===== src/hw/asctx_pkg.sv =====
// Constants for the audio serial transmit block with clock options.
// Assumes a single 10 MHz system clock and a plain strobe register port.
package asctx_pkg;
   localparam int unsigned CLK_HZ = 10000000;
   localparam int unsigned SAMPLE_W = 16;
   localparam int unsigned FRAME_BITS = 2 * SAMPLE_W;
   localparam logic [7:0] OFS_MODE = 8'h00;
   localparam logic [7:0] OFS_TX_LEFT = 8'h04;
   localparam logic [7:0] OFS_TX_RIGHT = 8'h08;
   localparam logic [7:0] OFS_STATUS = 8'h0c;
   localparam logic [7:0] OFS_RX_DATA = 8'h10;
   localparam int unsigned BIT_ENABLE = 0;
   localparam int unsigned BIT_LOOPBACK = 10;
   localparam int unsigned BIT_MONO = 12;
   localparam int unsigned BIT_DMA_PER_CH = 13;
   localparam int unsigned BIT_UNDERRUN_REPEAT = 14;
   localparam int unsigned DIV_LSB = 16;
   localparam int unsigned DIV_MSB = 21;
   localparam int unsigned RATIO_LSB = 24;
   localparam int unsigned RATIO_MSB = 29;
   localparam int unsigned ST_UNDERRUN = 0;
   localparam int unsigned ST_LEFT_FULL = 1;
   localparam int unsigned ST_RIGHT_FULL = 2;
   localparam logic [31:0] MODE_RESET = 32'h0001_0000;
   localparam logic [5:0] FIELD_ZERO = 6'h00;
endpackage : asctx_pkg


===== src/hw/asctx_clk_if.sv =====
// Interface between the transmit core and its master clock divider.
// Assumes both ends run on the system clock.
`timescale 1ns/10ps
interface asctx_clk_if;
   logic enable;
   logic [5:0] divider;
   logic master_clock;
   modport core (output enable, output divider, input master_clock);
   modport div (input enable, input divider, output master_clock);
endinterface : asctx_clk_if


===== src/hw/asctx_mck_div.sv =====
// Master clock divider: system clock divided by divider field plus one.
// Assumes the divider field is never zero.
`timescale 1ns/10ps
module asctx_mck_div (
   input wire logic i_clk_sys,
   input wire logic i_rst,
   asctx_clk_if.div clk_if
);
   logic [5:0] cnt_r;
   logic [6:0] half;

   assign half = {1'b0, clk_if.divider} + 7'h01;

   // Period of divider plus one input clocks
   always_ff @(posedge i_clk_sys or posedge i_rst) begin
      if (i_rst) begin
         cnt_r <= 6'h00;
      end else if (!clk_if.enable || cnt_r >= clk_if.divider) begin
         cnt_r <= 6'h00;
      end else begin
         cnt_r <= cnt_r + 6'h01;
      end
   end

   // High for the first half of each period
   always_ff @(posedge i_clk_sys or posedge i_rst) begin
      if (i_rst) begin
         clk_if.master_clock <= 1'b0;
      end else begin
         clk_if.master_clock <= clk_if.enable && ({1'b0, cnt_r} < (half >> 1));
      end
   end
endmodule : asctx_mck_div


===== src/hw/asctx_top.sv =====
// Audio serial transmitter with master clock, mono, underrun and loopback options.
// Assumes a plain register port and an external codec on the serial lines.
`timescale 1ns/10ps
module asctx_top (
   input wire logic i_clk_sys,
   input wire logic i_rst,
   input wire logic [7:0] i_addr,
   input wire logic [31:0] i_wdata,
   input wire logic i_wr,
   input wire logic i_rd,
   output logic [31:0] o_rdata,
   output logic o_master_clock_out,
   output logic o_word_select_line,
   output logic o_bit_clock,
   output logic o_serial_data_out,
   input wire logic i_serial_data_in,
   output logic [1:0] o_dma_req
);
   asctx_clk_if clk_if ();

   logic enable_r;
   logic loopback_r;
   logic mono_r;
   logic dma_per_ch_r;
   logic repeat_r;
   logic [5:0] div_r;
   logic [5:0] ratio_r;
   logic [15:0] hold_l_r;
   logic [15:0] hold_r_r;
   logic full_l_r;
   logic full_r_r;
   logic [15:0] prev_l_r;
   logic [15:0] prev_r_r;
   logic [15:0] sh_r;
   logic [15:0] rx_sh_r;
   logic [31:0] rx_data_r;
   logic underrun_r;
   logic [5:0] bcnt_r;
   logic [4:0] bidx_r;
   logic sdi_s1_r;
   logic sdi_s2_r;
   logic tick;
   logic load_l;
   logic load_r;
   logic wr_l;
   logic wr_r;
   logic sdi;
   logic [15:0] next_l;
   logic [15:0] next_r;
   logic underrun_evt;

   assign clk_if.enable = enable_r;
   assign clk_if.divider = div_r;
   assign o_master_clock_out = clk_if.master_clock;

   asctx_mck_div asctx_mck_div_inst (
      .i_clk_sys(i_clk_sys),
      .i_rst(i_rst),
      .clk_if(clk_if)
   );

   // Mode register
   always_ff @(posedge i_clk_sys or posedge i_rst) begin
      if (i_rst) begin
         enable_r <= asctx_pkg::MODE_RESET[asctx_pkg::BIT_ENABLE];
         loopback_r <= asctx_pkg::MODE_RESET[asctx_pkg::BIT_LOOPBACK];
         mono_r <= asctx_pkg::MODE_RESET[asctx_pkg::BIT_MONO];
         dma_per_ch_r <= asctx_pkg::MODE_RESET[asctx_pkg::BIT_DMA_PER_CH];
         repeat_r <= asctx_pkg::MODE_RESET[asctx_pkg::BIT_UNDERRUN_REPEAT];
         div_r <= asctx_pkg::MODE_RESET[asctx_pkg::DIV_MSB:asctx_pkg::DIV_LSB];
         ratio_r <= asctx_pkg::MODE_RESET[asctx_pkg::RATIO_MSB:asctx_pkg::RATIO_LSB];
      end else if (i_wr && i_addr == asctx_pkg::OFS_MODE) begin
         enable_r <= i_wdata[asctx_pkg::BIT_ENABLE];
         loopback_r <= i_wdata[asctx_pkg::BIT_LOOPBACK];
         mono_r <= i_wdata[asctx_pkg::BIT_MONO];
         dma_per_ch_r <= i_wdata[asctx_pkg::BIT_DMA_PER_CH];
         repeat_r <= i_wdata[asctx_pkg::BIT_UNDERRUN_REPEAT];
         div_r <= i_wdata[asctx_pkg::DIV_MSB:asctx_pkg::DIV_LSB];
         ratio_r <= i_wdata[asctx_pkg::RATIO_MSB:asctx_pkg::RATIO_LSB];
      end
   end

   // Bit slot is ratio + 1 system clocks, 32 slots per frame
   assign tick = enable_r && (bcnt_r == ratio_r);

   always_ff @(posedge i_clk_sys or posedge i_rst) begin
      if (i_rst) begin
         bcnt_r <= 6'h00;
         bidx_r <= 5'h00;
      end else if (!enable_r || tick) begin
         bcnt_r <= 6'h00;
         bidx_r <= enable_r ? bidx_r + 5'h01 : 5'h00;
      end else begin
         bcnt_r <= bcnt_r + 6'h01;
      end
   end

   always_ff @(posedge i_clk_sys or posedge i_rst) begin
      if (i_rst) begin
         o_bit_clock <= 1'b0;
      end else begin
         o_bit_clock <= enable_r && ({1'b0, bcnt_r} < ({1'b0, ratio_r} + 7'h01) >> 1);
      end
   end

   // Sample loads at the start of each channel slot
   assign load_l = tick && bidx_r == 5'h1f;
   assign load_r = tick && bidx_r == 5'h0f;

   // Write routing for one or two DMA channels
   assign wr_l = i_wr && (dma_per_ch_r ? i_addr == asctx_pkg::OFS_TX_LEFT
                                     : (i_addr == asctx_pkg::OFS_TX_LEFT && !full_l_r));
   assign wr_r = i_wr && !mono_r && (dma_per_ch_r ? i_addr == asctx_pkg::OFS_TX_RIGHT
                                     : (i_addr == asctx_pkg::OFS_TX_LEFT && full_l_r));

   always_ff @(posedge i_clk_sys or posedge i_rst) begin
      if (i_rst) begin
         o_dma_req <= 2'b00;
      end else if (dma_per_ch_r) begin
         o_dma_req <= {!full_r_r && !mono_r && enable_r, !full_l_r && enable_r};
      end else begin
         o_dma_req <= {1'b0, enable_r && (!full_l_r || (!full_r_r && !mono_r))};
      end
   end

   // Underrun: slot due with no sample held
   assign next_l = full_l_r ? hold_l_r : (repeat_r ? prev_l_r : 16'h0000);
   assign next_r = mono_r ? prev_l_r
                 : (full_r_r ? hold_r_r : (repeat_r ? prev_r_r : 16'h0000));
   assign underrun_evt = (load_l && !full_l_r) || (load_r && !mono_r && !full_r_r);

   always_ff @(posedge i_clk_sys or posedge i_rst) begin
      if (i_rst) begin
         hold_l_r <= 16'h0000;
         full_l_r <= 1'b0;
      end else if (wr_l) begin
         hold_l_r <= i_wdata[15:0];
         full_l_r <= 1'b1;
      end else if (load_l) begin
         full_l_r <= 1'b0;
      end
   end

   always_ff @(posedge i_clk_sys or posedge i_rst) begin
      if (i_rst) begin
         hold_r_r <= 16'h0000;
         full_r_r <= 1'b0;
      end else if (wr_r) begin
         hold_r_r <= i_wdata[15:0];
         full_r_r <= 1'b1;
      end else if (load_r || mono_r) begin
         full_r_r <= 1'b0;
      end
   end

   // Shifter, MSB first, word select high on right
   always_ff @(posedge i_clk_sys or posedge i_rst) begin
      if (i_rst) begin
         sh_r <= 16'h0000;
         prev_l_r <= 16'h0000;
         prev_r_r <= 16'h0000;
         o_serial_data_out <= 1'b0;
         o_word_select_line <= 1'b0;
      end else if (!enable_r) begin
         o_serial_data_out <= 1'b0;
         o_word_select_line <= 1'b0;
      end else if (load_l) begin
         sh_r <= {next_l[14:0], 1'b0};
         prev_l_r <= next_l;
         o_serial_data_out <= next_l[15];
         o_word_select_line <= 1'b0;
      end else if (load_r) begin
         sh_r <= {next_r[14:0], 1'b0};
         prev_r_r <= next_r;
         o_serial_data_out <= next_r[15];
         o_word_select_line <= 1'b1;
      end else if (tick) begin
         sh_r <= {sh_r[14:0], 1'b0};
         o_serial_data_out <= sh_r[15];
      end
   end

   // Input synchroniser
   always_ff @(posedge i_clk_sys or posedge i_rst) begin
      if (i_rst) begin
         sdi_s1_r <= 1'b0;
         sdi_s2_r <= 1'b0;
      end else begin
         sdi_s1_r <= i_serial_data_in;
         sdi_s2_r <= sdi_s1_r;
      end
   end

   assign sdi = loopback_r ? o_serial_data_out : sdi_s2_r;

   // Receive shifter, sampled at slot end
   always_ff @(posedge i_clk_sys or posedge i_rst) begin
      if (i_rst) begin
         rx_sh_r <= 16'h0000;
         rx_data_r <= 32'h0000_0000;
      end else if (tick) begin
         rx_sh_r <= {rx_sh_r[14:0], sdi};
         if (bidx_r == 5'h0f) begin
            rx_data_r[31:16] <= {rx_sh_r[14:0], sdi};
         end
         if (bidx_r == 5'h1f) begin
            rx_data_r[15:0] <= {rx_sh_r[14:0], sdi};
         end
      end
   end

   // Sticky underrun flag, set wins over clear
   always_ff @(posedge i_clk_sys or posedge i_rst) begin
      if (i_rst) begin
         underrun_r <= 1'b0;
      end else if (underrun_evt) begin
         underrun_r <= 1'b1;
      end else if (i_wr && i_addr == asctx_pkg::OFS_STATUS && i_wdata[asctx_pkg::ST_UNDERRUN]) begin
         underrun_r <= 1'b0;
      end
   end

   // Read port, data one cycle after strobe
   always_ff @(posedge i_clk_sys or posedge i_rst) begin
      if (i_rst) begin
         o_rdata <= 32'h0000_0000;
      end else if (i_rd) begin
         case (i_addr)
            asctx_pkg::OFS_MODE: begin
               o_rdata <= {2'b00, ratio_r, 2'b00, asctx_pkg::FIELD_ZERO, 1'b0, repeat_r, dma_per_ch_r,
                           mono_r, 1'b0, loopback_r, 9'h000, enable_r};
            end
            asctx_pkg::OFS_TX_LEFT: begin
               o_rdata <= {16'h0000, hold_l_r};
            end
            asctx_pkg::OFS_TX_RIGHT: begin
               o_rdata <= {16'h0000, hold_r_r};
            end
            asctx_pkg::OFS_STATUS: begin
               o_rdata <= {29'h000_0000, full_r_r, full_l_r, underrun_r};
            end
            asctx_pkg::OFS_RX_DATA: begin
               o_rdata <= rx_data_r;
            end
            default: begin
               o_rdata <= 32'h0000_0000;
            end
         endcase
      end else begin
         o_rdata <= 32'h0000_0000;
      end
   end
endmodule : asctx_top


===== config.mk =====
export PLATFORM = sky130hd
export DESIGN_NAME = asctx_top
export DESIGN_NICKNAME = d
export VERILOG_FILES = /design/src/hw/asctx_pkg.sv /design/src/hw/asctx_clk_if.sv /design/src/hw/asctx_mck_div.sv /design/src/hw/asctx_top.sv
export SDC_FILE = /design/constraint.sdc
export NUM_CORES = 1
export LEC_CHECK = 0
export BUFFER_PORTS_ARGS = -buffer_cell sky130_fd_sc_hd__buf_2
export CAP_MARGIN = 20
export CELL_PAD_IN_SITES_DETAIL_PLACEMENT = 0
export CELL_PAD_IN_SITES_GLOBAL_PLACEMENT = 2
export CORE_UTILIZATION = 43
export CTS_CLUSTER_DIAMETER = 60
export DETAILED_ROUTE_END_ITERATION = 10
export PLACE_DENSITY = 0.88
export SETUP_SLACK_MARGIN = 0.5
export SLEW_MARGIN = 15
export SYNTH_ARGS = -nofsm -noshare
export SYNTH_HDL_FRONTEND = slang
export SYNTH_SLANG_ARGS = --single-unit

===== constraint.sdc =====
create_clock -name i_clk_sys -period 18.9 [get_ports i_clk_sys]
set_input_delay 5.67 -clock i_clk_sys [delete_from_list [all_inputs] [get_ports i_clk_sys]]
set_output_delay 5.67 -clock i_clk_sys [all_outputs]
set_load 0.005 [all_outputs]

==> flow_summary_export.csv, run 1 <==
group,metric,value,unit
critical_path,rr_worst_depth,5,
power,p_leak,5.37,nW
critical_path,crit_path_top_delay_cell,"nand3_1",
power,switching_share,24.1,%
timing,fmax,136,MHz
logic_synthesis,syn_nets,914,
floorplan,die_h,150,um
logic_synthesis,synth_largest_area_cell,"dfrtp_1",
power,seq_power_share,45.4,%
logic_synthesis,synthTopCellsByArea,"dfrtp_1 (54%), mux2_2 (9.1%), nand2_1 (5.4%)",
global_route,grt_overflow_total,0,
global_route,antenna_found_initial,0,
clock_tree,cts_root_buf,"clkbuf_16",
global_route,grt_most_used_layer,"met2",
global_route,met1_usage,30.1,%
power,pwr-share-clk,46.5,%
global_route,met3_usage,2.80,%
logic_synthesis,synth-edff-count,0,
timing,post-route-period-util,38.8,%
critical_path,crit_arrival,7.72,ns
detailed_routing,ant_nets,0,
clock_tree,clock_path_buffers,3,
placed_design,dp_hpwl,14.7,mm
detailed_routing,routed_wl,22.2,mm
logic_synthesis,syn-instance-count,846,
detailed_routing,dr.pass1.iters,5,
critical_path,cp-endpoint,"clk_if.divider[4]",
power,switching_power,0.256,mW
cells_and_area,insertedDiodeCount,0,
timing,min_period,7.33,ns
critical_path,r2r_slack,15.92,ns
timing,whs,0.344,ns
critical_path,max_stage_delay,0.76,ns
floorplan,core_area,21200,um^2
clock_tree,cts_inserted_buffers,24,
critical_path,critPathLaunchType,"primary input",
logic_synthesis,yosys_warnings,0,
critical_path,crit_chain,"buf_2 > inv_2 > and3_1 > nand3_1 > mux2_2",
critical_path,crit_start,"i_addr[4]",
detailed_routing,drc,0,
detailed_routing,drtIter0Drc,376,
global_route,grt_max_degree,138,
timing,rsz0062_at_grt,"no",
cells_and_area,drive_above_1_share,23.8,%
critical_path,r2r-start,"ratio_r[4]",
global_route,grt_usage,20.5,%
cells_and_area,fillers,1938,
power,power_density,97.9,nW/um^2
power,p_int,0.804,mW
placed_design,io_buffers,78,
placed_design,place_ws,11.00,ns
detailed_routing,routed_via_density,5.40,
clock_tree,cts_tree,"done",
clock_tree,path_clk_slew,0.06,ns
global_route,grt_pass1_wl,35.7,mm
cells_and_area,final_cell_area,10800,um^2
clock_tree,hold_buffers,0,
clock_tree,post_cts_buffers,0,
cells_and_area,finalCoreUtilization,51.1,%
critical_path,reg2reg_to,"prev_l_r[3]",
min_path,hold_start,"sdi_s1_r",
timing,report.final.slew_viol_count,0,
detailed_routing,routedWlPerCell,18.4,um
floorplan,die_w,150,um
global_route,gr-usage-met2,32.4,%
cells_and_area,fin_cells,1202,
run_status,status,"completed",
clock_tree,cts_sinks,203,
timing,worst_pin_slew,1.04,ns
timing,finalWorstSetupSlack,11.57,ns
job,cap_violations,0,
clock_tree,post_cts_resized,0,
power,ir_drop,0.0757,mV
logic_synthesis,synth_top_area_share,53.9,%
logic_synthesis,seq_area_frac_synth,54.1,%
placed_design,dp.cells,1158,
floorplan,die_area,22400,um^2
power,p_total,1.06,mW
timing,slew_headroom,30.7,%
timing,setup_violations,0,
timing,hold_violations,0,
timing,finalClockSkew,0.0260,ns
detailed_routing,vias,6485,
logic_synthesis,ys.flop_type,"dfrtp_1",
power,comb_power_share,8.1,%
cells_and_area,finalNetCount,977,
logic_synthesis,synthArstFlopShare,100,%
logic_synthesis,syn_area,9390,um^2
floorplan,start_util,44.2,%
timing,setup_tns,0,ns
critical_path,crit_fanout,17,
logic_synthesis,ys_seq_elements,203,
placed_design,place_area,9960,um^2
logic_synthesis,ys_types,49,
min_path,holdCritPathClass,"flip-flop to flip-flop",
floorplan,num_rows,53,
floorplan,ios,83,
cells_and_area,synthToLayoutAreaGrowth,15.4,%
global_route,first_global_vias,6356,
clock_tree,cts_htree_levels,1,
placed_design,gp_congestion,0.805,
critical_path,required,19.29,ns
critical_path,crit_type,"primary input to flip-flop",
critical_path,crit_path_end_kind,"flip-flop",
clock_tree,clkLatencyLatePin,0.53,ns
logic_synthesis,synth_area_per_cell,11.1,um^2
==> registers in the layout (all words and copies together), names as in the netlist, 2 cells and up <==
signal	flops
bidx_r	5
rx_data_r	32
bcnt_r	6
o_rdata	32
prev_r_r	16
hold_r_r	16
clk_if.divider	6
rx_sh_r	15
prev_l_r	16
o_dma_req	2
asctx_mck_div_inst.cnt_r	6
ratio_r	6
sh_r	15
hold_l_r	16
==> cell usage in the layout, fill, tap and decap left out, types with 9 or more instances in the layout <==
cell type and count:
xor2_1 11, nor2b_1 14, nor3b_1 12, a21o_1 9
mux2_4 9, nor2_1 58, o21ai_0 25, ha_1 23
clkbuf_16 24, mux2i_1 14, a22o_1 36, nand2b_1 12
and3_1 9, nand3_1 18, mux2_2 76, a22oi_1 32
inv_1 12, a21oi_1 18, a31oi_1 15, dfrtp_1 202
nand2_1 134, and2_1 14, xnor2_1 10, buf_2 78
==> cell usage after synthesis (15+ instances only) <==
master	n
nand2_1	134
nor2_1	58
a22o_1	36
nand3_1	18
a31oi_1	15
ha_1	23
clkbuf_1	30
o21ai_0	25
a22oi_1	32
mux2_2	76
a21oi_1	18
dfrtp_1	202
==> worst max-delay path: cells and delay by family <==
| kind | cells | cell delay, ns |
|---|---|---|
| AND/OR/NAND/NOR | 2 | 1.07 |
| buffers and inverters | 2 | 0.41 |
| multiplexers | 1 | 0.56 |
==> cells by family (layout without fill, tap and decap cells) <==
logic type               after synthesis  after routing  share of synthesized area, %
AO/OA/AOI/OAI                        148            148                          11.2
XOR/XNOR                              21             21                          1.96
adder cells (fa/ha/maj)               23             23                          3.07
buffers and inverters                 63            144                          3.00
flip-flops                           203            203                          54.1
multiplexers                         100            100                          12.3
AND/OR/NAND/NOR                      288            288                          14.4
==> power by group through the flow <==
stage | registers, mW | logic (mW) | clock network [mW]
after floorplan | 0.477 | 0.0708 | 0
after global placement | 0.488 | 0.0858 | 0
after detailed placement | 0.488 | 0.0873 | 0
after CTS | 0.481 | 0.0873 | 0.503
after global routing | 0.485 | 0.0980 | 0.520
final | 0.481 | 0.0862 | 0.493
==> how the worst min path moves through the flow <==
| stage | endpoint | slack [ns] | cells past startpoint |
|---|---|---|---|
| after global routing | sdi_s2_r | 0.35 | 0 |
| final | sdi_s2_r | 0.34 | 0 |
| after floorplan | sdi_s2_r | 0.33 | 0 |
| after CTS | sdi_s2_r | 0.35 | 0 |
| after global placement | sdi_s2_r | 0.34 | 0 |
| after detailed placement | sdi_s2_r | 0.34 | 0 |
==> metal layers <==
| layer | wire [um] | part of all wire (%) |
|---|---|---|
| met1 | 11000 | 50 |
| met3 | 678 | 3.1 |
| met2 | 10200 | 46 |
| met5 | 0 | 0 |
| met4 | 315 | 1.4 |
==> layout make-up <==
| type | count | area (um^2) | area share (%) |
|---|---|---|---|
| well taps | 275 | 344 | 3.18 |
| repair buffers | 86 | 450 | 4.16 |
| clock buffers | 34 | 718 | 6.63 |
| clock inverters | 10 | 158 | 1.46 |
| inverters | 14 | 60.1 | 0.554 |
| multi-input cells | 580 | 4020 | 37.1 |
| flip-flops and latches | 203 | 5080 | 46.9 |
(Power assumes the default switching activity.)
==> run 2, diff against run 1 <==
--- a/config.mk
+++ b/config.mk
@@ -9,10 +9,10 @@
 export CAP_MARGIN = 20
 export CELL_PAD_IN_SITES_DETAIL_PLACEMENT = 0
 export CELL_PAD_IN_SITES_GLOBAL_PLACEMENT = 2
-export CORE_UTILIZATION = 43
+export CORE_UTILIZATION = 40
 export CTS_CLUSTER_DIAMETER = 60
 export DETAILED_ROUTE_END_ITERATION = 10
-export PLACE_DENSITY = 0.88
+export PLACE_DENSITY = 0.83
 export SETUP_SLACK_MARGIN = 0.5
 export SLEW_MARGIN = 15
 export SYNTH_ARGS = -nofsm -noshare
==> constraint.sdc (replaced) <==
create_clock -name i_clk_sys -period 6.98 [get_ports i_clk_sys]
set_input_delay 2.094 -clock i_clk_sys [delete_from_list [all_inputs] [get_ports i_clk_sys]]
set_output_delay 2.094 -clock i_clk_sys [all_outputs]
set_load 0.005 [all_outputs]
==> run 2 against run 1 <==
- total power rose to 2.7 times the previous value
- largest cell class unchanged
- setup slack got worse by 8.3 ns
- utilization fell by 3.4 points
- register-to-register slack got worse by 12 ns
- global-route usage fell by 0.53 points
- via count fell by 0.22%
- die area rose by 7.4%
==> flow_summary_export.csv, run 2 (same netlist as run 1, synthesis figures left out) <==
group,metric,value,unit
critical_path,path_buf_inv,2,
timing,finalWorstSetupSlack,3.23,ns
clock_tree,hold_buffers,0,
timing,report.final.slew_viol_count,0,
global_route,antenna_found_initial,0,
placed_design,gp_congestion,0.772,
timing,setup_tns,0,ns
floorplan,die_h,155,um
timing,post-route-period-util,53.7,%
power,p_leak,5.37,nW
timing,fmax,267,MHz
detailed_routing,vias,6471,
critical_path,max_stage_delay,0.77,ns
floorplan,num_rows,55,
critical_path,crit_path_end_kind,"flip-flop",
power,ir_drop,0.190,mV
cells_and_area,insertedDiodeCount,0,
clock_tree,cts_htree_levels,1,
placed_design,dp_hpwl,15.3,mm
floorplan,die_area,24100,um^2
power,power_density,264,nW/um^2
critical_path,crit_path_top_delay_cell,"or3_1",
detailed_routing,drtIter0Drc,349,
clock_tree,clkLatencyLatePin,0.52,ns
timing,worst_pin_slew,1.05,ns
clock_tree,post_cts_buffers,0,
timing,setup_violations,0,
cells_and_area,layout.cells.most_common_list,"dfrtp_1 (202), nand2_1 (134), buf_2 (78), mux2_2 (76), nor2_1 (58)",
cells_and_area,synthToLayoutAreaGrowth,16.0,%
detailed_routing,ant_nets,0,
detailed_routing,routed_wl,23.1,mm
clock_tree,cts_tree,"done",
floorplan,ios,83,
cells_and_area,finalNetCount,979,
timing,finalClockSkew,0.00859,ns
critical_path,critPathLaunchType,"primary input",
clock_tree,cts_root_buf,"clkbuf_16",
critical_path,crit_chain,"buf_2 > inv_2 > and3_1 > nand2_4 > or3_1 > mux2_2",
critical_path,crit_arrival,4.14,ns
timing,min_period,3.75,ns
clock_tree,clock_path_buffers,3,
run_status,status,"completed",
clock_tree,cts_inserted_buffers,24,
global_route,first_global_vias,6453,
placed_design,place_ws,2.69,ns
timing,hold_violations,0,
detailed_routing,dr.pass1.iters,4,
clock_tree,path_clk_slew,0.06,ns
cells_and_area,top_regs,"o_rdata x32, rx_data_r x32",
cells_and_area,final_common_cell,"dfrtp_1",
clock_tree,cts_sinks,203,
global_route,grt_usage,19.9,%
job,cap_violations,0,
critical_path,crit_type,"primary input to flip-flop",
clock_tree,post_cts_resized,0,
global_route,grt_overflow_total,0,
critical_path,crit_fanout,17,
cells_and_area,drive_above_1_share,24.1,%
critical_path,crit_family,"simple AND/OR/NAND/NOR gates",
detailed_routing,drc,0,
timing,slew_headroom,29.8,%
cells_and_area,fillers,2199,
floorplan,die_w,155,um
floorplan,core_area,22800,um^2
detailed_routing,routedWlPerCell,18.6,um
global_route,grt_max_degree,106,
floorplan,start_util,41.1,%
detailed_routing,routed_via_density,5.21,
global_route,grt_pass1_wl,37.3,mm
min_path,holdCritPathClass,"flip-flop to flip-flop",
placed_design,io_buffers,78,
critical_path,required,7.37,ns
timing,rsz0062_at_grt,"no",
run 2: area by class of cell:
| type | count | area, um^2 | share of cell area [%] |
|---|---|---|---|
| clock buffer | 29 | 671 | 6.16 |
| inverter | 14 | 56.3 | 0.517 |
| multi-input combinational | 580 | 4020 | 36.9 |
| sequential | 203 | 5080 | 46.7 |
| clock inverter | 15 | 190 | 1.75 |
| tap | 313 | 392 | 3.60 |
| timing repair buffer | 88 | 478 | 4.39 |
run 2: metal layers:
layer	up-vias	global-route usage, %	wire length (um)
li1	3105	-	-
met2	112	30.0	10400
met4	0	5.98	482
met3	39	2.70	780
met1	3215	29.9	11400
met5	-	0	0
run 2: final timing paths:
| kind | depth (start not counted) | to | startpoint | slack (ns) |
|---|---|---|---|---|
| setup / recovery | 6 | hold_r_r[8] | i_addr[4] | 3.23 |
| hold / removal | 0 | sdi_s2_r | sdi_s1_r | 0.35 |
| setup reg to reg | 4 | prev_l_r[4] | clk_if.enable | 4.00 |
| hold reg to reg | 0 | sdi_s2_r | sdi_s1_r | 0.35 |
| max in group asynchronous | 3 | rx_data_r[4] | i_rst | 4.01 |
| min in group asynchronous | 2 | bidx_r[0] | i_rst | 1.64 |
run 2: report_power, final:
part | total [mW] | internal [mW] | switching, mW | leakage (nW)
combinational | 0.231 | 0.107 | 0.124 | 2.17
clock | 1.34 | 0.834 | 0.506 | 0.420
sequential | 1.30 | 1.24 | 0.0640 | 2.78
run 2: per-stage QoR:
stage	utilization, %	instance area (um^2)	power [mW]	std cells	hold slack, ns
after floorplan	-	9390	1.48	846	0.331
after global placement	43.9	10000	1.55	1197	0.333
after detailed placement	43.9	10000	1.56	1197	0.340
after CTS	47.6	10900	2.91	1241	0.354
after global routing	47.7	10900	3.00	1242	0.367
final	47.7	10900	2.87	1242	0.352
